===== src/design/dbmt_pkg.sv =====
// shared constants and types for the dma bus-master timing block
package dbmt_pkg;
    // commands written to the command register
    localparam logic [7:0] CMD_ENABLE_AFTER_RETURN_FROM_INTERRUPT = 8'hb7;
    localparam logic [7:0] CMD_ENABLE_TRANSFER = 8'h87;
    localparam logic [7:0] CMD_DISABLE_TRANSFER = 8'h83;
    // release modes
    localparam logic [1:0] MODE_BYTE = 2'h0;
    localparam logic [1:0] MODE_CONTINUOUS = 2'h1;
    localparam logic [1:0] MODE_BURST = 2'h2;
    // cycle lengths in t-states
    localparam logic [2:0] LEN_MIN = 3'h2;
    localparam logic [2:0] LEN_MAX = 3'h4;
    localparam logic [2:0] LEN_MEM_DEFAULT = 3'h3;
    localparam logic [2:0] LEN_IO_DEFAULT = 3'h4;
    // t-state at whose falling edge wait is sampled; zero means never
    localparam logic [2:0] WAIT_T_MEM = 3'h2;
    localparam logic [2:0] WAIT_T_IO_DEFAULT = 3'h3;
    localparam logic [2:0] WAIT_T_IO_VAR = 3'h3;
    localparam logic [2:0] WAIT_T_NONE = 3'h0;
    // strobe window positions in half t-states, pos = 2*t + phase
    localparam logic [3:0] POS_VAR_IO_START = 4'h2;
    localparam logic [3:0] POS_VAR_START = 4'h3;
    localparam logic [3:0] POS_MEM_START = 4'h3;
    localparam logic [3:0] POS_IO_START = 4'h4;
    // bit positions of the early-end fields
    localparam int EARLY_IO = 3;
    localparam int EARLY_MEM = 2;
    localparam int EARLY_RD = 1;
    localparam int EARLY_WR = 0;
    // consecutive low acknowledge samples before the first transfer
    localparam logic [1:0] ACK_SAMPLES = 2'h2;
    // reset values
    localparam logic [2:0] RST_T = 3'h1;
    localparam logic RST_PIN_HIGH = 1'b1;
    localparam logic [7:0] RST_DATA = 8'h00;

    typedef enum logic [2:0] {
        ST_IDLE = 3'b000,
        ST_REQ = 3'b001,
        ST_READ = 3'b010,
        ST_WRITE = 3'b011,
        ST_PARK = 3'b100,
        ST_DRAIN = 3'b101,
        ST_WAITREL = 3'b110
    } dbmt_state_t;
endpackage


===== src/design/dbmt_sync.sv =====
// two flip-flop synchroniser for pins entering the core clock domain
`timescale 1ns/10ps
module dbmt_sync import dbmt_pkg::*; #(
    parameter int W = 1
) (
    input wire logic core_clk,
    input wire logic rst,
    input wire logic [W-1:0] pin,
    output logic [W-1:0] sync
);
    logic [W-1:0] stage;

    // first stage feeds only the second; resets to the idle-high pin level
    always_ff @(posedge core_clk or posedge rst) begin
        if (rst) begin
            stage <= {W{RST_PIN_HIGH}};
            sync <= {W{RST_PIN_HIGH}};
        end else begin
            stage <= pin;
            sync <= stage;
        end
    end
endmodule


===== src/design/dbmt_master.sv =====
// bus-master sequencing of a single-channel dma: cycles, request and release
`timescale 1ns/10ps
module dbmt_master import dbmt_pkg::*; (
    input wire logic core_clk,
    input wire logic rst,
    input wire logic ready_pin,
    input wire logic bus_ack_in_n,
    input wire logic wait_n,
    input wire logic [7:0] data_in,
    input wire logic ready_high,
    input wire logic wait_mux_en,
    input wire logic [1:0] mode,
    input wire logic xfer_en,
    input wire logic stop_on_match,
    input wire logic int_on_ready,
    input wire logic src_is_io,
    input wire logic dst_is_io,
    input wire logic src_var,
    input wire logic dst_var,
    input wire logic [2:0] src_len,
    input wire logic [2:0] dst_len,
    input wire logic [3:0] src_early,
    input wire logic [3:0] dst_early,
    input wire logic cmd_write,
    input wire logic [7:0] cmd_code,
    input wire logic return_from_interrupt_seen,
    input wire logic match_in,
    input wire logic last_byte,
    output logic bus_request_out_n,
    output logic bus_ack_out_n,
    output logic io_request_strobe_n,
    output logic memory_request_strobe_n,
    output logic read_strobe_n,
    output logic write_strobe_n,
    output logic [7:0] data_out,
    output logic data_oe_n,
    output logic int_req_n,
    output logic bus_master,
    output logic byte_done,
    output logic in_service_latch
);
    // ****************************************************************
    // pin synchronisers
    // ****************************************************************
    logic [10:0] pins_s;
    logic ready_s;
    logic ack_s_n;
    logic wait_s_n;
    logic [7:0] data_s;

    dbmt_sync #(.W(11)) u_sync (
        .core_clk(core_clk),
        .rst(rst),
        .pin({data_in, wait_n, bus_ack_in_n, ready_pin}),
        .sync(pins_s)
    );
    assign {data_s, wait_s_n, ack_s_n} = pins_s[10:1];
    assign ready_s = (pins_s[0] == ready_high);

    // ****************************************************************
    // t-clock phase and cycle shape
    // ****************************************************************
    dbmt_state_t state;
    logic ph;
    logic [2:0] t;
    logic hold_t;
    logic [1:0] ack_cnt;
    logic match_flag;
    logic enabled;
    logic after_return_from_interrupt;
    logic go_ok;

    logic cur_io, cur_var, in_cyc, t_edge, cyc_end, last_cyc, start_req;
    logic [2:0] cur_len, cfg_len, wait_t;
    logic [3:0] cur_early, pos, gen_start;

    // the core clock runs at twice the t-clock so half-state edges are flops
    assign t_edge = ph;
    assign in_cyc = (state == ST_READ) || (state == ST_WRITE);
    assign cur_io = (state == ST_WRITE) ? dst_is_io : src_is_io;
    assign cur_var = (state == ST_WRITE) ? dst_var : src_var;
    assign cfg_len = (state == ST_WRITE) ? dst_len : src_len;
    assign cur_early = (state == ST_WRITE) ? dst_early : src_early;

    // variable length clamped into two..four states
    // fixed lengths when variable timing is off
    always_comb begin
        if (!cur_var) begin
            cur_len = cur_io ? LEN_IO_DEFAULT : LEN_MEM_DEFAULT;
        end else if (cfg_len < LEN_MIN) begin
            cur_len = LEN_MIN;
        end else if (cfg_len > LEN_MAX) begin
            cur_len = LEN_MAX;
        end else begin
            cur_len = cfg_len;
        end
    end

    // choose the state whose falling edge samples wait
    always_comb begin
        if (!cur_var) begin
            wait_t = cur_io ? WAIT_T_IO_DEFAULT : WAIT_T_MEM;
        end else if (cur_io) begin
            wait_t = (cur_len == LEN_MAX) ? WAIT_T_IO_VAR : WAIT_T_NONE;
        end else begin
            wait_t = (cur_len > LEN_MIN) ? WAIT_T_MEM : WAIT_T_NONE;
        end
    end

    assign cyc_end = in_cyc && ph && (t == cur_len) && !hold_t;
    assign last_cyc = (state == ST_WRITE) || (state == ST_READ && !xfer_en);
    assign pos = {t, ph};

    // ****************************************************************
    // t-state counter and wait extension
    // ****************************************************************
    // ph toggles always: it is the half-state divider
    always_ff @(posedge core_clk or posedge rst) begin
        if (rst) begin
            ph <= 1'b0;
        end else begin
            ph <= ~ph;
        end
    end

    // wait sampled at the falling edge, the repeated state samples again
    always_ff @(posedge core_clk or posedge rst) begin
        if (rst) begin
            hold_t <= 1'b0;
        end else if (in_cyc && !ph) begin
            hold_t <= wait_mux_en && (wait_t != WAIT_T_NONE) && (t == wait_t) && !wait_s_n;
        end
    end

    always_ff @(posedge core_clk or posedge rst) begin
        if (rst) begin
            t <= RST_T;
        end else if (!in_cyc || cyc_end) begin
            t <= RST_T;
        end else if (ph && !hold_t) begin
            t <= t + 3'h1;
        end
    end

    // ****************************************************************
    // request, grant and release sequencing
    // ****************************************************************
    // a free bus is one whose acknowledge chain is idle high
    assign start_req = enabled && !in_service_latch && ready_s && ack_s_n
        && (!int_on_ready || go_ok);

    always_ff @(posedge core_clk or posedge rst) begin
        if (rst) begin
            state <= ST_IDLE;
        end else if (t_edge) begin
            unique case (state)
                ST_IDLE: begin
                    if (start_req) begin
                        state <= ST_REQ;
                    end
                end
                // start on the edge after the second low sample
                ST_REQ: begin
                    if (ack_cnt == ACK_SAMPLES) begin
                        state <= ST_READ;
                    end
                end
                ST_READ, ST_WRITE: begin
                    if (cyc_end && !last_cyc) begin
                        state <= ST_WRITE;
                    // byte mode waits out the handshake
                    end else if (cyc_end && mode == MODE_BYTE) begin
                        state <= ST_WAITREL;
                    // end of block ends mastership at once
                    end else if (cyc_end && last_byte) begin
                        state <= ST_IDLE;
                    // match seen during this byte: release afterwards
                    end else if (cyc_end && stop_on_match && match_flag) begin
                        state <= ST_DRAIN;
                    // burst gives the bus back when not ready
                    end else if (cyc_end && !ready_s && mode == MODE_BURST) begin
                        state <= ST_DRAIN;
                    end else if (cyc_end && !ready_s) begin
                        state <= ST_PARK;
                    end else if (cyc_end) begin
                        state <= ST_READ;
                    end
                end
                ST_PARK: begin
                    if (ready_s) begin
                        state <= ST_READ;
                    end
                end
                ST_DRAIN: begin
                    state <= ST_WAITREL;
                end
                // wait for both request and acknowledge high
                ST_WAITREL: begin
                    if (ack_s_n && bus_request_out_n) begin
                        state <= ST_IDLE;
                    end
                end
                default: begin
                    state <= ST_IDLE;
                end
            endcase
        end
    end

    always_ff @(posedge core_clk or posedge rst) begin
        if (rst) begin
            ack_cnt <= 2'h0;
        end else if (t_edge) begin
            if (state != ST_REQ || ack_s_n) begin
                ack_cnt <= 2'h0;
            end else if (ack_cnt != ACK_SAMPLES) begin
                ack_cnt <= ack_cnt + 2'h1;
            end
        end
    end

    // compare result for the previous byte arrives during this read
    // once set, ready cannot override the match release
    always_ff @(posedge core_clk or posedge rst) begin
        if (rst) begin
            match_flag <= 1'b0;
        end else if (match_in) begin
            match_flag <= 1'b1;
        end else if (state == ST_IDLE) begin
            match_flag <= 1'b0;
        end
    end

    // bus request pin; a released bus stays released until idle
    always_ff @(posedge core_clk or posedge rst) begin
        if (rst) begin
            bus_request_out_n <= RST_PIN_HIGH;
        end else if (t_edge) begin
            // drive request low on the next edge
            if (state == ST_IDLE && start_req) begin
                bus_request_out_n <= 1'b0;
            // raise on the edge opening the final state of the byte
            end else if (in_cyc && mode == MODE_BYTE && last_cyc && !hold_t
                && t == cur_len - 3'h1) begin
                bus_request_out_n <= 1'b1;
            // same edge on which the final transfer completes
            // ready is not looked at inside the byte
            end else if (cyc_end && last_cyc && last_byte) begin
                bus_request_out_n <= 1'b1;
            // first edge after the byte completes
            end else if (state == ST_DRAIN) begin
                bus_request_out_n <= 1'b1;
            end
        end
    end

    // daisy chain: pass the grant on only when we do not want the bus
    always_ff @(posedge core_clk or posedge rst) begin
        if (rst) begin
            bus_ack_out_n <= RST_PIN_HIGH;
        end else begin
            bus_ack_out_n <= ack_s_n || !bus_request_out_n || bus_master;
        end
    end

    always_ff @(posedge core_clk or posedge rst) begin
        if (rst) begin
            bus_master <= 1'b0;
            byte_done <= 1'b0;
        end else begin
            bus_master <= in_cyc || state == ST_PARK || state == ST_DRAIN;
            byte_done <= cyc_end && last_cyc;
        end
    end

    // ****************************************************************
    // strobes and data path
    // ****************************************************************
    // early end drops the last half state
    function automatic logic [3:0] stop_at(input logic [2:0] len, input logic early);
        stop_at = {len, ~early};
    endfunction

    assign gen_start = cur_var ? POS_VAR_START : (cur_io ? POS_IO_START : POS_MEM_START);

    // io strobe opens half a state before the others in variable mode
    always_ff @(posedge core_clk or posedge rst) begin
        if (rst) begin
            io_request_strobe_n <= RST_PIN_HIGH;
            memory_request_strobe_n <= RST_PIN_HIGH;
            read_strobe_n <= RST_PIN_HIGH;
            write_strobe_n <= RST_PIN_HIGH;
        end else begin
            io_request_strobe_n <= !(in_cyc && cur_io
                && pos >= (cur_var ? POS_VAR_IO_START : POS_IO_START)
                && pos <= stop_at(cur_len, cur_early[EARLY_IO]));
            memory_request_strobe_n <= !(in_cyc && !cur_io && pos >= gen_start
                && pos <= stop_at(cur_len, cur_early[EARLY_MEM]));
            read_strobe_n <= !(state == ST_READ && pos >= gen_start
                && pos <= stop_at(cur_len, cur_early[EARLY_RD]));
            write_strobe_n <= !(state == ST_WRITE && pos >= gen_start
                && pos <= stop_at(cur_len, cur_early[EARLY_WR]));
        end
    end

    // latch at the edge ending the read, hold through the write
    always_ff @(posedge core_clk or posedge rst) begin
        if (rst) begin
            data_out <= RST_DATA;
            data_oe_n <= RST_PIN_HIGH;
        end else if (state == ST_READ && cyc_end && xfer_en) begin
            data_out <= data_s;
            data_oe_n <= 1'b0;
        end else if (state != ST_WRITE) begin
            data_oe_n <= 1'b1;
        end else if (cyc_end) begin
            data_oe_n <= 1'b1;
        end
    end

    // ****************************************************************
    // commands, interrupt on ready
    // ****************************************************************
    // command register decode for the service sequence
    always_ff @(posedge core_clk or posedge rst) begin
        if (rst) begin
            enabled <= 1'b0;
            after_return_from_interrupt <= 1'b0;
        end else if (cmd_write && cmd_code == CMD_ENABLE_TRANSFER) begin
            enabled <= 1'b1;
        end else if (cmd_write && cmd_code == CMD_ENABLE_AFTER_RETURN_FROM_INTERRUPT) begin
            after_return_from_interrupt <= 1'b1;
        end else if (cmd_write && cmd_code == CMD_DISABLE_TRANSFER) begin
            enabled <= 1'b0;
            after_return_from_interrupt <= 1'b0;
        end else if (return_from_interrupt_seen && in_service_latch) begin
            after_return_from_interrupt <= 1'b0;
        end
    end

    // ready raises the interrupt instead of a request
    // return from interrupt clears in-service and permits one request
    always_ff @(posedge core_clk or posedge rst) begin
        if (rst) begin
            in_service_latch <= 1'b0;
            go_ok <= 1'b0;
        end else begin
            // a request already latched is no new event, so the return can clear it
            if (state == ST_IDLE && int_on_ready && enabled && ready_s && !go_ok
                && !in_service_latch) begin
                in_service_latch <= 1'b1;
            end else if (return_from_interrupt_seen && after_return_from_interrupt) begin
                in_service_latch <= 1'b0;
            end
            if (return_from_interrupt_seen && after_return_from_interrupt && in_service_latch) begin
                go_ok <= 1'b1;
            end else if (state == ST_REQ) begin
                go_ok <= 1'b0;
            end
        end
    end

    // interrupt line only while not holding the bus
    always_ff @(posedge core_clk or posedge rst) begin
        if (rst) begin
            int_req_n <= RST_PIN_HIGH;
        end else begin
            int_req_n <= !(in_service_latch && state == ST_IDLE);
        end
    end
endmodule


===== config.mk =====
export PLATFORM = sky130hd
export DESIGN_NAME = dbmt_master
export DESIGN_NICKNAME = d
export VERILOG_FILES = /design/src/design/dbmt_pkg.sv /design/src/design/dbmt_sync.sv /design/src/design/dbmt_master.sv
export SDC_FILE = /design/constraint.sdc
export NUM_CORES = 1
export LEC_CHECK = 0
export BUFFER_PORTS_ARGS = -buffer_cell sky130_fd_sc_hd__buf_2
export CORE_MARGIN = 1.5
export CORE_UTILIZATION = 51
export DETAILED_ROUTE_END_ITERATION = 10
export PLACE_DENSITY_LB_ADDON = 0.15
export SYNTH_ARGS = -nofsm -noshare
export SYNTH_HDL_FRONTEND = slang
export SYNTH_HIERARCHICAL = 1
export SYNTH_SLANG_ARGS = --single-unit

===== constraint.sdc =====
create_clock -name core_clk -period 2.95 [get_ports core_clk]
set_input_delay 0.1475 -clock core_clk [delete_from_list [all_inputs] [get_ports core_clk]]
set_output_delay 0.1475 -clock core_clk [all_outputs]
set_load 0.005 [all_outputs]

Word level (Yosys, flattened, before mapping)

Index checks and enable logic that the tools add are counted.
W data, S select, Z words.

Register bits: 55
Input bits: 50
Output and inout port bits: 19

Add/sub/neg operators: 3
Order comparisons: 9
Eq/ne operators: 25
Multiplexer cells: 51
Bitwise logic cells: 6
Reduce and logical (&&, ||, !) cells: 96

Operator list:

| cell                  | count |
|---|---|
| $mux W3               | 21 |
| $logic_and A1 B1 Y1   | 52 |
| $eq A8 B8 Y1 const B  | 3 |
| $mux W1               | 22 |
| $pmux W3 S6           | 1 |
| $logic_not A1 Y1      | 17 |
| $le A4 B4 Y1          | 4 |
| $eq A3 B3 Y1 const B  | 4 |
| $mux W2               | 6 |
| $ne A2 B2 Y1 const B  | 6 |
| $reduce_bool A2 Y1    | 6 |
| $eq A3 B3 Y1          | 3 |
| $logic_or A1 B1 Y1    | 9 |
| $reduce_bool A3 Y1    | 3 |
| $ge A4 B3 Y1          | 2 |
| $ne A8 B8 Y1 const B  | 1 |
| $reduce_and A2 Y1     | 4 |
| $eq A3 B2 Y1 const B  | 2 |
| $not A1 Y1            | 6 |
| $reduce_and A6 Y1     | 1 |
| $eq A2 B2 Y1 const B  | 2 |
| $mux W4               | 1 |
| $reduce_bool A4 Y1    | 1 |
| $add A3 B1 Y3 const B | 1 |
| 12 further kinds      | 12 |

Depth between registers and ports, before layout

Depth in word-level cells: 17
Depth in mapped cells: 12

Cells and area by module

Netlist, hierarchy kept.

Modules (own cells, without submodules):

| module      | instances | cells each | area an instance (µm²) | sequential area each (µm²) |
|---|---|---|---|---|
| dbmt_master | 1         | 214        | 2133.3                 | 837.1 |
| dbmt_sync   | 1         | 23         | 581.8                  | 578.1 |

Worst setup path before layout

OpenSTA, ideal clock, no wires.

Kind: flip-flop to flip-flop
From: register state[2]
To: register data_out[0]
Library setup time: 125 ps
Data arrival time: 2461 ps
Path slack: 365 ps
Stages on the path, launching flop included: 12
Buffers on the path: 1
Period minus slack after synthesis: 2585 ps
Path through: dfrtp_1 -> buf_6 -> nand3b_1 -> mux2i_1 -> inv_1 -> o211ai_1 -> nand2_1 -> ha_1 -> and3_1 -> nand3_1 -> nor2_4 -> mux2_2

Longest elaborated chain between the ends: 11
Elaborated cells between the ends (all ways): 18

Ends and longest elaborated chain:

| element                              | RTL line           | source |
|---|---|---|
| from (decl)                          | dbmt_master.sv:63  | `dbmt_state_t state;` |
| from (signal assigned)               | dbmt_master.sv:154 | `state <= ST_IDLE;` |
| from (signal assigned)               | dbmt_master.sv:159 | `state <= ST_REQ;` |
| from (signal assigned)               | dbmt_master.sv:165 | `state <= ST_READ;` |
| $eq A3 B2 Y1                         | n/a                |  |
| $mux W3                              | dbmt_master.sv:82  | `assign cfg_len = (state == ST_WRITE) ? dst_len : src_len;` |
| $gt A3 B3 Y1                         | dbmt_master.sv:92  | `end else if (cfg_len > LEN_MAX) begin` |
| $mux W3                              | dbmt_master.sv:92  |  |
| $mux W3                              | dbmt_master.sv:90  | `end else if (cfg_len < LEN_MIN) begin` |
| $mux W3                              | dbmt_master.sv:88  | `if (!cur_var) begin` |
| $eq A3 B3 Y1                         | dbmt_master.sv:110 | `assign cyc_end = in_cyc && ph && (t == cur_len) && !hold_t;` |
| $logic_and A1 B1 Y1 (2 in a row)     | dbmt_master.sv:110 |  |
| $logic_and A1 B1 Y1 (*) (2 in a row) | dbmt_master.sv:311 | `end else if (state == ST_READ && cyc_end && xfer_en) begin` |
| to (signal assigned)                 | dbmt_master.sv:312 | `data_out <= data_s;` |
| to (decl)                            | dbmt_master.sv:35  | `output logic [7:0] data_out,` |

Mark *: on every way between the ends. The rest lies on a longest branch, timed or not.
A chain may end at the register's enable or synchronous reset.

Worst setup path in the final report

From: register state[2]
To: register data_out[4]

Same word-level chain as after synthesis.

==> results.tsv <==
stage	metric	value	unit
clocking	clock_sinks	55	
synthesis	ys_types	54	
synthesis	ys_seq_area_share	52.1	%
timing	maxSlewHeadroom	34.8	%
synthesis	ys_ff_latch	55	
power_and_ir_drop	p_leak	0.00161	uW
synthesis	syn_nets	304	
floorplan	dieArea	5770	sq um
timing	setup_tns	0	ns
timing	finClkSkew	0.0118	ns
clocking	cts_root_buffer	clkbuf_8	
layout	drive_above_1_share	40.6	%
worst_setup_path	timing.critical_path.buf_inv	1	
synthesis	synth_area_per_cell	11.5	sq um
worst_setup_path	arrival	2.88	ns
timing	layout_setup_ws	0.284	ns
placed_design	place_congestion	0.896	
power_and_ir_drop	vdd_drop_max	466	uV
clocking	cts_tree	yes	
layout	num-fill-cells	414	
clocking	clk_pin_slew_worst_paths	0.12	ns
grt	grt_pass1_vias	2045	
worst_setup_path	path_cells	nand3b_1 -> buf_4 -> nand2_1 -> o21a_1 -> nand2_1 -> ha_1 -> and3_1 -> nand3_2 -> nor2_2 -> mux2_2	
drt	drc	0	
synthesis	synth_flop_cell	dfstp_2	
run	drv.max_cap_violation_count	0	
worst_setup_path	cp_slowest_cell	dfrtp_1	
drt	wl_met1	2560	um
floorplan	chipWidth	76.0	um
floorplan	initial_core_util	53.2	%
synthesis	ys_warn_count	6	
placed_design	port_buffers	68	
grt	grt_pass1_wl	9470	um
drt	wirelength	5560	um
timing	timing.hold.ws	0.0489	ns
drt	viasPerCell	5.34	
run_status	status	complete, no violations	
worst_setup_path	cp_top_family	simple AND/OR/NAND/NOR gates	
worst_setup_path	crit_path_end_kind	flip-flop	
clocking	cts_max_path_buffers	2	
timing	tightest_slew	0.978	ns
clocking	clock_latency	0.32	ns
worst_setup_path	worst-setup-path-type	flip-flop to flip-flop	
clocking	cts-buffers-inserted	5	
power_and_ir_drop	totalPowerFinal	2750	uW
synthesis	syn_inst	237	
drt	drtIter0Drc	87	
layout	syn_to_final_growth	24.1	%
worst_setup_path	crit_required	3.16	ns
clocking	cts_setup_buffers	0	
synthesis	synth_area	2720	sq um
power_and_ir_drop	powerDensity	817	nW/um^2
timing	slew_viol_final	0	
timing	timing.fmax	375	MHz
placed_design	dp_slack	0.255	ns
worst_setup_path	cpPeakStageDelay	0.39	ns
layout	fin_nets	391	
timing	layout_min_cycle_time	2.67	ns
grt	grt_usage	20.5	%
drt	wl_per_cell	14.1	um
timing	timing.final.crit_share	90.4	%
floorplan	die_height	76.0	um
worst_hold_path	hold_path.class	input pin to async pin	
grt	overflow	0	
layout	final_cell_mix	buf_2 (68), dfstp_2 (31), dfrtp_1 (24)	
drt	drtPass1Iterations	4	
worst_setup_path	crit_fanout	13	
grt	antenna_found_initial	0	
layout	fin_cells	395	
floorplan	rows	26	
drt	dr_wl_met2	2620	um
synthesis	async_reset_ff_share	100	%
timing	finalSetupViolations	0	
timing	rsz0062_at_grt	false	
worst_setup_path	cpMostUsedCell	nand2_1	
synthesis	synth-edff-count	0	
floorplan	io_pins	69	
drt	topRoutingLayerUsed	met4	
drt	vias	2108	
placed_design	dp_hpwl	4010	um
floorplan	core	5110	sq um
worst_setup_path	cp-start-kind	flip-flop	
clocking	h-tree-depth	2	
layout	final_common_cell	buf_2	
layout	diodes	0	
drt	ant_nets	0	
placed_design	dp.cells	375	
grt	grt_max_degree	26	
drt	dr_wl_met3	303	um
timing	hold_viol	0	
[metal layers]
metal  GRT usage [%]  vias up
met1            28.3      984
li1                -     1033
met4            4.63        0
met3            4.10       11
met5               0        -
met2            33.6       80
[power by group]
part           total (uW)  switching, uW  internal (uW)
combinational        1280            673            612
sequential           1010           88.6            920
clock                 460            277            183
[cells in the mapped netlist (all sizes together), types with 2 or more instances]
cell type | instances | share of area [%]
dfstp | 31 | 30
inv | 15 | 2.1
mux2i | 7 | 2.6
nand3 | 8 | 1.5
nand4 | 3 | 0.69
and2b | 2 | 0.55
nand2 | 20 | 2.8
or4 | 2 | 0.69
nand2b | 8 | 1.8
o21ai | 10 | 2.1
o22ai | 2 | 0.46
o211ai | 2 | 0.55
xnor2 | 3 | 0.97
nor2 | 10 | 1.7
mux2 | 10 | 4.1
ha | 17 | 7.8
nand3b | 2 | 0.55
o2111ai | 2 | 0.65
o21a | 3 | 0.83
a21oi | 8 | 1.5
a21o | 3 | 0.83
nand4b | 2 | 0.65
nor2b | 2 | 0.46
a211o | 2 | 0.65
a22o | 3 | 0.97
nor4 | 4 | 0.92
xor2 | 2 | 0.65
a32o | 2 | 0.74
a211oi | 3 | 0.83
buf | 7 | 1.8
dfrtp | 24 | 22
[final timing paths]
path                                  from  cells after the start              to  slack, ns
min in group core_clk             match_in                      2      match_flag       0.05
setup / recovery                  state[2]                     10     data_out[4]       0.28
max in group asynchronous              rst                      3       int_req_n       2.12
setup reg to reg                  state[2]                     10     data_out[4]       0.28
hold reg to reg            u_sync/stage[2]                      0  u_sync/sync[2]       0.36
hold / removal                         rst                      2     data_out[4]       0.05
[cell families (layout without fill, tap and decap cells)]
group,after synthesis,in the layout,synth area share (%)
fa+ha+maj,17,17,7.83
simple gates,68,69,13.7
xor+xnor,5,5,1.61
compound gates,52,52,13.9
buf+inv,23,110,4.06
mux,17,17,6.73
flops,55,55,52.1
[stage by stage]
step	instance area, sq um	utilization, %
2_1_floorplan	2720	-
3_3_place_gp	3150	61.7
3_5_place_dp	3150	61.7
4_1_cts	3360	65.8
5_1_grt	3370	66.0
6_report	3370	66.0
[flip-flops by register name, indices dropped and copies added, names as in the netlist, 2 cells and up]
signal and count:
data_out 8, u_sync/stage 11, u_sync/sync 11, t 3, ack_cnt 2, state 3
[timing repair]
action	CTS	global route
gates resized for setup	0	1
hold buffers	11	0
endpoints found under the hold margin	11	0
setup endpoints to repair	0	2
[final cells by class]
type / instances / area [sq um] / area share (%)
inverters: 15 / 56.3 / 1.67
repair buffers: 87 / 510 / 15.1
clock inverters: 3 / 31.3 / 0.928
well taps: 70 / 87.6 / 2.60
multi-input cells: 160 / 1200 / 35.6
clock buffers: 5 / 68.8 / 2.04
flip-flops and latches: 55 / 1420 / 42.0
(Power assumes the default switching activity.)
